==> config.mk <==
export PLATFORM = sky130hd
export DESIGN_NAME = tac_timer
export DESIGN_NICKNAME = d
export VERILOG_FILES = /design/src/hw/tac_pkg.sv /design/src/hw/tac_timer.sv
export SDC_FILE = /design/constraint.sdc
export NUM_CORES = 1
export LEC_CHECK = 0
export BUFFER_PORTS_ARGS = -buffer_cell sky130_fd_sc_hd__clkbuf_2
export CORE_ASPECT_RATIO = 0.7
export CORE_UTILIZATION = 51
export DETAILED_ROUTE_END_ITERATION = 10
export GPL_TIMING_DRIVEN = 1
export PLACE_DENSITY = 0.76
export SETUP_SLACK_MARGIN = 0.05
export SYNTH_ARGS = -nofsm -noshare
export SYNTH_HDL_FRONTEND = slang
export SYNTH_SLANG_ARGS = --single-unit
export TNS_END_PERCENT = 100
==> constraint.sdc <==
create_clock -name clk -period 2.25 [get_ports clk]
set_clock_uncertainty 0.15 [all_clocks]
set_input_delay 0.3375 -clock clk [delete_from_list [all_inputs] [get_ports clk]]
set_output_delay 0.3375 -clock clk [all_outputs]
set_load 0.005 [all_outputs]
==> src/hw/tac_pkg.sv <==
// How it works
// - Timer counts only while enable bit set
// - Idle-stop bit halts timer in idle mode
// - Write-disable drops count writes while pending
// - Pending flag high during async count write
// - Pending flag reads zero in sync mode
// - Gate bit counts while gate high, internal only
// - Prescale select divides by 1, 8, 64, 256
// - Unimplemented control bits read zero, ignore writes
package tac_pkg;
  localparam int unsigned ADDR_W       = 4;
  localparam logic [3:0]  OFS_CONTROL  = 4'h0;
  localparam logic [3:0]  OFS_COUNT    = 4'h4;
  localparam logic [3:0]  OFS_PERIOD   = 4'h8;
  localparam int unsigned BIT_ENABLE   = 15;
  localparam int unsigned BIT_IDLE     = 13;
  localparam int unsigned BIT_WDIS     = 12;
  localparam int unsigned BIT_WIP      = 11;
  localparam int unsigned BIT_GATE     = 7;
  localparam int unsigned BIT_PS_HI    = 5;
  localparam int unsigned BIT_PS_LO    = 4;
  localparam int unsigned BIT_SYNC     = 2;
  localparam int unsigned BIT_CS       = 1;
  localparam logic [31:0] CTRL_WMASK   = 32'h0000_B0B6;
  localparam logic [31:0] CTRL_RESET   = 32'h0000_0000;
  localparam logic [15:0] PERIOD_RESET = 16'hFFFF;
  localparam logic [7:0]  DIV_1        = 8'h00;
  localparam logic [7:0]  DIV_8        = 8'h07;
  localparam logic [7:0]  DIV_64       = 8'h3F;
  localparam logic [7:0]  DIV_256      = 8'hFF;
  localparam int unsigned ASYNC_WR_CYC = 3;

  typedef struct packed {
    logic       enable;
    logic       idle_stop;
    logic       async_write_disable;
    logic       gate_accumulate_enable;
    logic [1:0] prescale_select;
    logic       ext_clock_sync;
    logic       clock_source_select;
  } tac_ctrl_s;

  typedef enum logic [1:0] {
    WR_IDLE = 2'b00,
    WR_BUSY = 2'b01
  } tac_wr_e;

  // Terminal count of the prescaler for each select code
  function automatic logic [7:0] tac_div_limit(input logic [1:0] sel);
    case (sel)
      2'b00:   tac_div_limit = DIV_1;
      2'b01:   tac_div_limit = DIV_8;
      2'b10:   tac_div_limit = DIV_64;
      default: tac_div_limit = DIV_256;
    endcase
  endfunction : tac_div_limit
endpackage : tac_pkg

==> src/hw/tac_timer.sv <==
// The register offsets and the plain strobed port were left to the implementer.
`timescale 1ns/1ps
`default_nettype none
module tac_timer import tac_pkg::*; #(
  parameter int unsigned CNT_W = 16
) (
  input  wire logic              clk,
  input  wire logic              srst,
  input  wire logic [ADDR_W-1:0] addr,
  input  wire logic [31:0]       wdata,
  input  wire logic              wr_en,
  input  wire logic              rd_en,
  output logic [31:0]            rdata,
  input  wire logic              idle_mode,
  input  wire logic              ext_clk_in,
  input  wire logic              gate_in,
  output logic                   period_match
);

  // ---------------------------------------------
  // Control register
  // ---------------------------------------------
  tac_ctrl_s             ctrl_reg, ctrl_next;
  logic [CNT_W-1:0]      count_reg, count_next;
  logic [CNT_W-1:0]      period_reg, period_next;
  logic [CNT_W-1:0]      wbuf_reg, wbuf_next;
  tac_wr_e               wst_reg, wst_next;
  logic [1:0]            wcnt_reg, wcnt_next;
  logic [7:0]            ps_reg, ps_next;
  logic                  ext_s1_reg, ext_s2_reg, ext_d_reg;
  logic                  match_reg, match_next;
  logic [31:0]           rdata_reg, rdata_next;
  logic [31:0]           ctrl_word;
  logic                  run, src_tick, tick, async_mode, wr_count, pending;

  assign async_mode = ctrl_reg.clock_source_select && !ctrl_reg.ext_clock_sync;
  assign pending    = (wst_reg == WR_BUSY);
  assign wr_count   = wr_en && (addr == OFS_COUNT);

  always_comb begin
    ctrl_word                  = CTRL_RESET;
    ctrl_word[BIT_ENABLE]      = ctrl_reg.enable;
    ctrl_word[BIT_IDLE]        = ctrl_reg.idle_stop;
    ctrl_word[BIT_WDIS]        = ctrl_reg.async_write_disable;
    ctrl_word[BIT_WIP]         = pending && async_mode;
    ctrl_word[BIT_GATE]        = ctrl_reg.gate_accumulate_enable;
    ctrl_word[BIT_PS_HI]       = ctrl_reg.prescale_select[1];
    ctrl_word[BIT_PS_LO]       = ctrl_reg.prescale_select[0];
    ctrl_word[BIT_SYNC]        = ctrl_reg.ext_clock_sync;
    ctrl_word[BIT_CS]          = ctrl_reg.clock_source_select;
  end

  // ---------------------------------------------
  // Clock source and gating
  // ---------------------------------------------
  // Source select; external edge found after synchroniser
  // External pin is always resynchronised; unsynced mode only changes write handling
  assign src_tick = ctrl_reg.clock_source_select ? (ext_s2_reg && !ext_d_reg) :
                    (!ctrl_reg.gate_accumulate_enable || gate_in);
  assign run  = ctrl_reg.enable && !(ctrl_reg.idle_stop && idle_mode);
  // Prescaler terminal count
  // Compare with >= so a smaller select never waits for the 8-bit prescaler to wrap
  assign tick = run && src_tick && (ps_reg >= tac_div_limit(ctrl_reg.prescale_select));

  always_comb begin
    ctrl_next   = ctrl_reg;
    period_next = period_reg;
    ps_next     = ps_reg;
    count_next  = count_reg;
    wbuf_next   = wbuf_reg;
    wst_next    = wst_reg;
    wcnt_next   = wcnt_reg;
    match_next  = 1'b0;
    rdata_next  = 32'h0000_0000;
    if (wr_en && addr == OFS_CONTROL) begin
      ctrl_next.enable                 = wdata[BIT_ENABLE];
      ctrl_next.idle_stop              = wdata[BIT_IDLE];
      ctrl_next.async_write_disable    = wdata[BIT_WDIS];
      ctrl_next.gate_accumulate_enable = wdata[BIT_GATE];
      ctrl_next.prescale_select        = wdata[BIT_PS_HI:BIT_PS_LO];
      ctrl_next.ext_clock_sync         = wdata[BIT_SYNC];
      ctrl_next.clock_source_select    = wdata[BIT_CS];
    end
    if (wr_en && addr == OFS_PERIOD)
      period_next = wdata[CNT_W-1:0];
    if (run && src_tick)
      ps_next = tick ? 8'h00 : ps_reg + 8'h01;
    if (tick) begin
      count_next = (count_reg == period_reg) ? '0 : count_reg + 1'b1;
      match_next = (count_reg == period_reg);
    end
    if (pending) begin
      if (wcnt_reg == 2'(ASYNC_WR_CYC - 1)) begin
        count_next = wbuf_reg;
        wst_next   = WR_IDLE;
      end else begin
        wcnt_next = wcnt_reg + 2'h1;
      end
    end
    if (wr_count) begin
      if (!async_mode) begin
        count_next = wdata[CNT_W-1:0];
        ps_next    = 8'h00;
      // Drop writes while pending if disabled
      end else if (!(pending && ctrl_reg.async_write_disable)) begin
        wbuf_next = wdata[CNT_W-1:0];
        wst_next  = WR_BUSY;
        wcnt_next = 2'h0;
      end
    end
    if (rd_en) begin
      case (addr)
        OFS_CONTROL: rdata_next = ctrl_word;
        OFS_COUNT:   rdata_next = 32'(count_reg);
        OFS_PERIOD:  rdata_next = 32'(period_reg);
        default:     rdata_next = 32'h0000_0000;
      endcase
    end
  end

  // ---------------------------------------------
  // Registers
  // ---------------------------------------------
  always_ff @(posedge clk) begin
    if (srst) begin
      ctrl_reg   <= '0;
      period_reg <= PERIOD_RESET;
      ps_reg     <= 8'h00;
      count_reg  <= '0;
      wbuf_reg   <= '0;
      wst_reg    <= WR_IDLE;
      wcnt_reg   <= 2'h0;
      match_reg  <= 1'b0;
      rdata_reg  <= 32'h0000_0000;
      ext_s1_reg <= 1'b0;
      ext_s2_reg <= 1'b0;
      ext_d_reg  <= 1'b0;
    end else begin
      ctrl_reg   <= ctrl_next;
      period_reg <= period_next;
      ps_reg     <= ps_next;
      count_reg  <= count_next;
      wbuf_reg   <= wbuf_next;
      wst_reg    <= wst_next;
      wcnt_reg   <= wcnt_next;
      match_reg  <= match_next;
      rdata_reg  <= rdata_next;
      ext_s1_reg <= ext_clk_in;
      ext_s2_reg <= ext_s1_reg;
      ext_d_reg  <= ext_s2_reg;
    end
  end

  assign rdata        = rdata_reg;
  assign period_match = match_reg;
endmodule : tac_timer
`default_nettype wire

# Yosys cells after proc, flatten, opt, wreduce, memory -nomap -nowiden

Index checks and enable logic that the tools add are counted.
W data, S select, Z words.

Register bits: 104
Output and inout bits: 33
Word-level logic and storage cells: 76

Equal/unequal tests: 7
Add/sub/neg operators: 3
Muxes and demuxes: 23
Reductions and logical operators: 21
Bitwise operators: 3
Magnitude comparators: 1

Operators with widths:

| operator                | number |
|---|---|
| $mux W16                | 6 |
| $pmux W16 S3            | 1 |
| $mux W8                 | 4 |
| $pmux W8 S3             | 1 |
| $mux W2                 | 10 |
| $add A16 B1 Y16 const B | 1 |
| $eq A16 B16 Y1          | 1 |
| $logic_and A1 B1 Y1     | 11 |
| $add A8 B1 Y8 const B   | 1 |
| $ge A8 B8 Y1            | 1 |
| $eq A2 B1 Y1 const B    | 2 |
| $eq A2 B2 Y1 const B    | 2 |
| $eq A4 B3 Y1 const B    | 1 |
| $eq A4 B4 Y1 const B    | 1 |
| $logic_not A1 Y1        | 4 |
| $logic_not A4 Y1        | 1 |
| $reduce_or A2 Y1        | 2 |
| $not A1 Y1              | 3 |
| $reduce_and A3 Y1       | 1 |
| $add A2 B1 Y2 const B   | 1 |
| $logic_not A2 Y1        | 1 |
| $logic_or A1 B1 Y1      | 1 |
| $mux W1                 | 1 |

# Depth between registers and ports, before layout

Depth in word-level cells: 10
Depth in mapped cells: 9
Gate-level depth less buffers: 8

# Worst setup path after synthesis

No wires, ideal clock.

Path kind: register -> register
From: reg ctrl_reg[3] (netlist name)
To: reg count_reg[13]
Slack: -0.173 ns
Stages on the path, launching flop included: 10
Library setup time: 0.091 ns
Arrival time: 2.182 ns
Cells stage by stage: dfxtp_1 inv_1 ha_1 and4_1 o211ai_1 o211ai_1 nand3b_2 buf_6 or3b_1 a311oi_1

Word-level cells in the longest chain between the ends: 9
Elaborated cells between the ends (all ways): 11
Those cells by class: 1 x order compare; 2 x eq/ne; 6 x mux; 2 x reduce/logical

RTL lines:

| item                                       | line             | source |
|---|---|---|
| start, declared                            | tac_timer.sv:23  | `tac_ctrl_s ctrl_reg, ctrl_next;` |
| start signal, assigned                     | tac_timer.sv:139 | `ctrl_reg <= ctrl_next;` |
| $eq A2 B2 Y1, or another cell as far along | tac_pkg.sv:50    | `case (sel)` |
| $pmux W8 S3 *                              | tac_pkg.sv:50    |  |
| $ge A8 B8 Y1 *                             | tac_timer.sv:63  | `assign tick = run && src_tick && (ps_reg >= tac_div_limit(ctrl_reg.prescale_select));` |
| $logic_and A1 B1 Y1 *                      | tac_timer.sv:63  |  |
| $mux W16 *                                 | tac_timer.sv:88  | `if (tick) begin` |
| $mux W16                                   | tac_timer.sv:93  | `if (wcnt_reg == 2'(ASYNC_WR_CYC - 1)) begin` |
| $mux W16 *                                 | tac_timer.sv:92  | `if (pending) begin` |
| $mux W16                                   | tac_timer.sv:101 | `if (!async_mode) begin` |
| $mux W16 *                                 | tac_timer.sv:100 | `if (wr_count) begin` |
| end signal, assigned                       | tac_timer.sv:142 | `count_reg <= count_next;` |
| end, declared                              | tac_timer.sv:24  | `logic [CNT_W-1:0] count_reg, count_next;` |

Mark *: on every way between the ends. The rest lies on a longest branch, timed or not.
A chain may end at the register's enable or synchronous reset.

# Final worst setup path

From: reg ctrl_reg[3] (netlist name)
To: reg count_reg[4]

The elaborated chain is that of the path after synthesis.

==> results_dict.tcl <==
set metrics [dict create \
    drv_cap 0 \
    slew_violations 0 \
    grt_pass1_wl_um 21300 \
    synth_edf_count 0 \
    synth_fa_ha_area_share_pct 2.78 \
    async_flop_share_pct 0 \
    synth_compound_gate_area_share_pct 15.9 \
    power_density_nw_per_um2 615 \
    via_count 4396 \
    finalHoldViolations 0 \
    grt_max_degree 45 \
    cp_common_cell "o211ai_1" \
    pwr-share-comb_pct 6.5 \
    root_buffer "clkbuf_16" \
    cts_made_buffers 9 \
    wire_per_inst_um 18.5 \
    holdBufCountCts 0 \
    fin_util_pct 67.3 \
    synth.avg_cell_area_um2 8.25 \
    areaGrowthSynthToFinish_pct 27.3 \
    slew_headroom_pct 40.1 \
    dp_cells 732 \
    routed_wl_um 13900 \
    layout-drive-gt1-share_pct 27.4 \
    tightest_slew_ns 0.893 \
    final_antenna_net_count 0 \
    synthTopCellsByCount "88 x dfxtp_1, 85 x nand2_1, 60 x nor2_1" \
    p_leak_nw 2.28 \
    port_buffers 43 \
    syn_inst 546 \
    die_w_um 114 \
    antenna_cells 0 \
    antenna_found_initial 0 \
    placementRows 28 \
    synth_top_family_by_area "simple AND/OR/NAND/NOR gates" \
    ys.flop_type "dfxtp_1" \
    status "complete, but fails checks" \
    cp-start-kind "register" \
    htreeDepth 3 \
    io_pins 76 \
    cp.required_ns 2.34 \
    worst_path_max_delay_cell "or4_4" \
    switching_share_pct 23.0 \
    yosys-mux-area-fraction_pct 3.75 \
    synth_xor_area_share_pct 4.47 \
    whs_ns 0.0468 \
    cts_tree "yes" \
    setup_slack_ns -0.224 \
    holdCritPathClass "input port to register" \
    core_area_um2 8510 \
    initial_core_util_pct 52.9 \
    synth_top_area_share_pct 39.1 \
    final_cells 751 \
    fmax_mhz 404 \
    clkPwrFrac_pct 48.4 \
    ys_seq_area_share_pct 39.1 \
    cts_max_path_buffers 2 \
    first_pass_iters 5 \
    ys_top_cells_by_area "dfxtp_1 39%, nand2_1 7.1%, nor2_1 5.0%, a21oi_1 3.3%, xnor2_1 3.3%" \
    synth.distinct_cells 66 \
    endpoint_kind "register" \
    timing.final.crit_period_ns 2.47 \
    fin_crit_sh_pct 110 \
    detailedPlacementHpwl_um 9550 \
    grt_util_all_layers_pct 31.1 \
    yosys_register_bits 88 \
    crit_path_max_fanout 6 \
    peakVddDrop_uv 513 \
    cp_data_arrival_time_ns 2.57 \
    clkLatencyLatePin_ns 0.35 \
    seqPwrFrac_pct 45.1 \
    viasPerCell 5.85 \
    setup-tns-final_ns -3.49 \
    globalRoute.totalOverflow 0 \
    critical_path_class "register to register" \
    drc 0 \
    fin_nets 679 \
    cp_cell_sequence "nand2_4, ha_4, and4_4, o211ai_1, o211ai_1, buf_4, nand3b_4, buf_6, or4_4, o211ai_1" \
    p_switching_w 0.000811 \
    yosysMostFrequentCell "dfxtp_1" \
    synth_warnings 0 \
    rsz0062_at_grt "true" \
    finalSetupViolCount 24 \
    clock-sinks 88 \
    drtIter0Drc 467 \
    gp_congestion 0.958 \
    internal_power_w 0.00271 \
    violations "setup timing" \
    syn_area_um2 4500 \
    clk_pin_slew_worst_paths_ns 0.07 \
    fp.dieH_um 80.6 \
    synth_simple_gate_area_share_pct 27.4 \
    slowest_delay_ns 0.42 \
    grt_pass1_vias 3990 \
    dieArea_um2 9210 \
    yosysTopAreaCell "dfxtp_1" \
]
-- power groups by stage --
stage	logic, W	registers (W)	clock network [W]
4_1_cts	0.000212	0.00159	0.00172
3_5_place_dp	0.000200	0.00162	0
5_1_grt	0.000245	0.00159	0.00178
3_3_place_gp	0.000197	0.00162	0
6_report	0.000230	0.00159	0.00170
2_1_floorplan	0.000126	0.00162	0
-- what timing repair did --
item / CTS / global route
buffers inserted: 1 / 1
cloned: 1 / 0
gates resized for setup: 19 / 28
pin swaps: 9 / 7
setup endpoints to repair: 25 / 25
endpoints found under the hold margin: 0 / 0
-- cells by family (layout without fill, tap and decap cells) --
kind of cell    count (synthesis)  count (layout)
flops                          88              88
fa+ha+maj                      10              10
buf+inv                        56             126
xor+xnor                       23              23
simple gates                  245             245
other cells                     1              16
compound gates                107             107
mux                            16              16
-- worst paths after layout --
path                    start  slack [ns]            to  cells after the start
setup / recovery  ctrl_reg[3]       -0.22  count_reg[4]                     10
hold / removal     ext_clk_in        0.05    ext_s1_reg                      2
setup reg to reg  ctrl_reg[3]       -0.22  count_reg[4]                     10
hold reg to reg    ext_s1_reg        0.29    ext_s2_reg                      1
-- through the flow --
| step | cell area, um^2 | worst slack, ns | power, W |
|---|---|---|---|
| floorplan | 4600 | -0.0475 | 0.00174 |
| global placement | 5160 | -0.226 | 0.00182 |
| detailed placement | 5160 | -0.331 | 0.00182 |
| CTS | 5600 | -0.157 | 0.00352 |
| global route | 5730 | -0.301 | 0.00362 |
| finish | 5730 | -0.224 | 0.00352 |
-- critical path: cells and delay by family (launching register included) --
family                     cells  cell delay (ns)
buffers and inverters          2             0.32
adders and majority gates      1             0.27
AOI/OAI and AO/OA              3             0.39
DFF                            1             0.38
and+or+nand+nor                4             0.84
-- area by class of cell --
cell class	count	area [um^2]
Inverter	6	22.5
Clock buffer	10	250
Timing Repair Buffer	104	717
Multi-Input combinational cell	417	2730
Fill cell	698	2780
Clock inverter	6	93.8
Tap cell	120	150
Sequential cell	88	1770
-- layout by cell type (no fill, tap or decap), drive strengths merged, types with 4 or more instances in the layout --
| cell | Yosys | final |
|---|---|---|
| a21o | 6 | 6 |
| a21oi | 31 | 31 |
| a22oi | 15 | 15 |
| a31oi | 7 | 7 |
| and3 | 13 | 13 |
| buf | 26 | 61 |
| clkbuf | 24 | 53 |
| conb | 1 | 16 |
| dfxtp | 88 | 88 |
| ha | 10 | 10 |
| inv | 6 | 9 |
| mux2 | 7 | 7 |
| mux2i | 9 | 9 |
| nand2 | 85 | 85 |
| nand3 | 12 | 12 |
| nand3b | 20 | 20 |
| nand4 | 9 | 9 |
| nor2 | 60 | 60 |
| nor2b | 6 | 6 |
| nor3 | 9 | 9 |
| o211ai | 11 | 11 |
| o21ai | 15 | 15 |
| or3 | 4 | 4 |
| or4 | 5 | 5 |
| xnor2 | 17 | 17 |
| xor2 | 6 | 6 |
-- layer usage --
| layer | part of all wire (%) | global-route usage, % | up-vias |
|---|---|---|---|
| met5 | 0 | 0 | - |
| met4 | 2.8 | 11.6 | 0 |
| met3 | 10 | 9.51 | 38 |
| met2 | 41 | 44.5 | 229 |
| met1 | 45 | 43.6 | 2065 |
| li1 | - | - | 2064 |
Note: power is estimated with default switching activity, not from simulation.
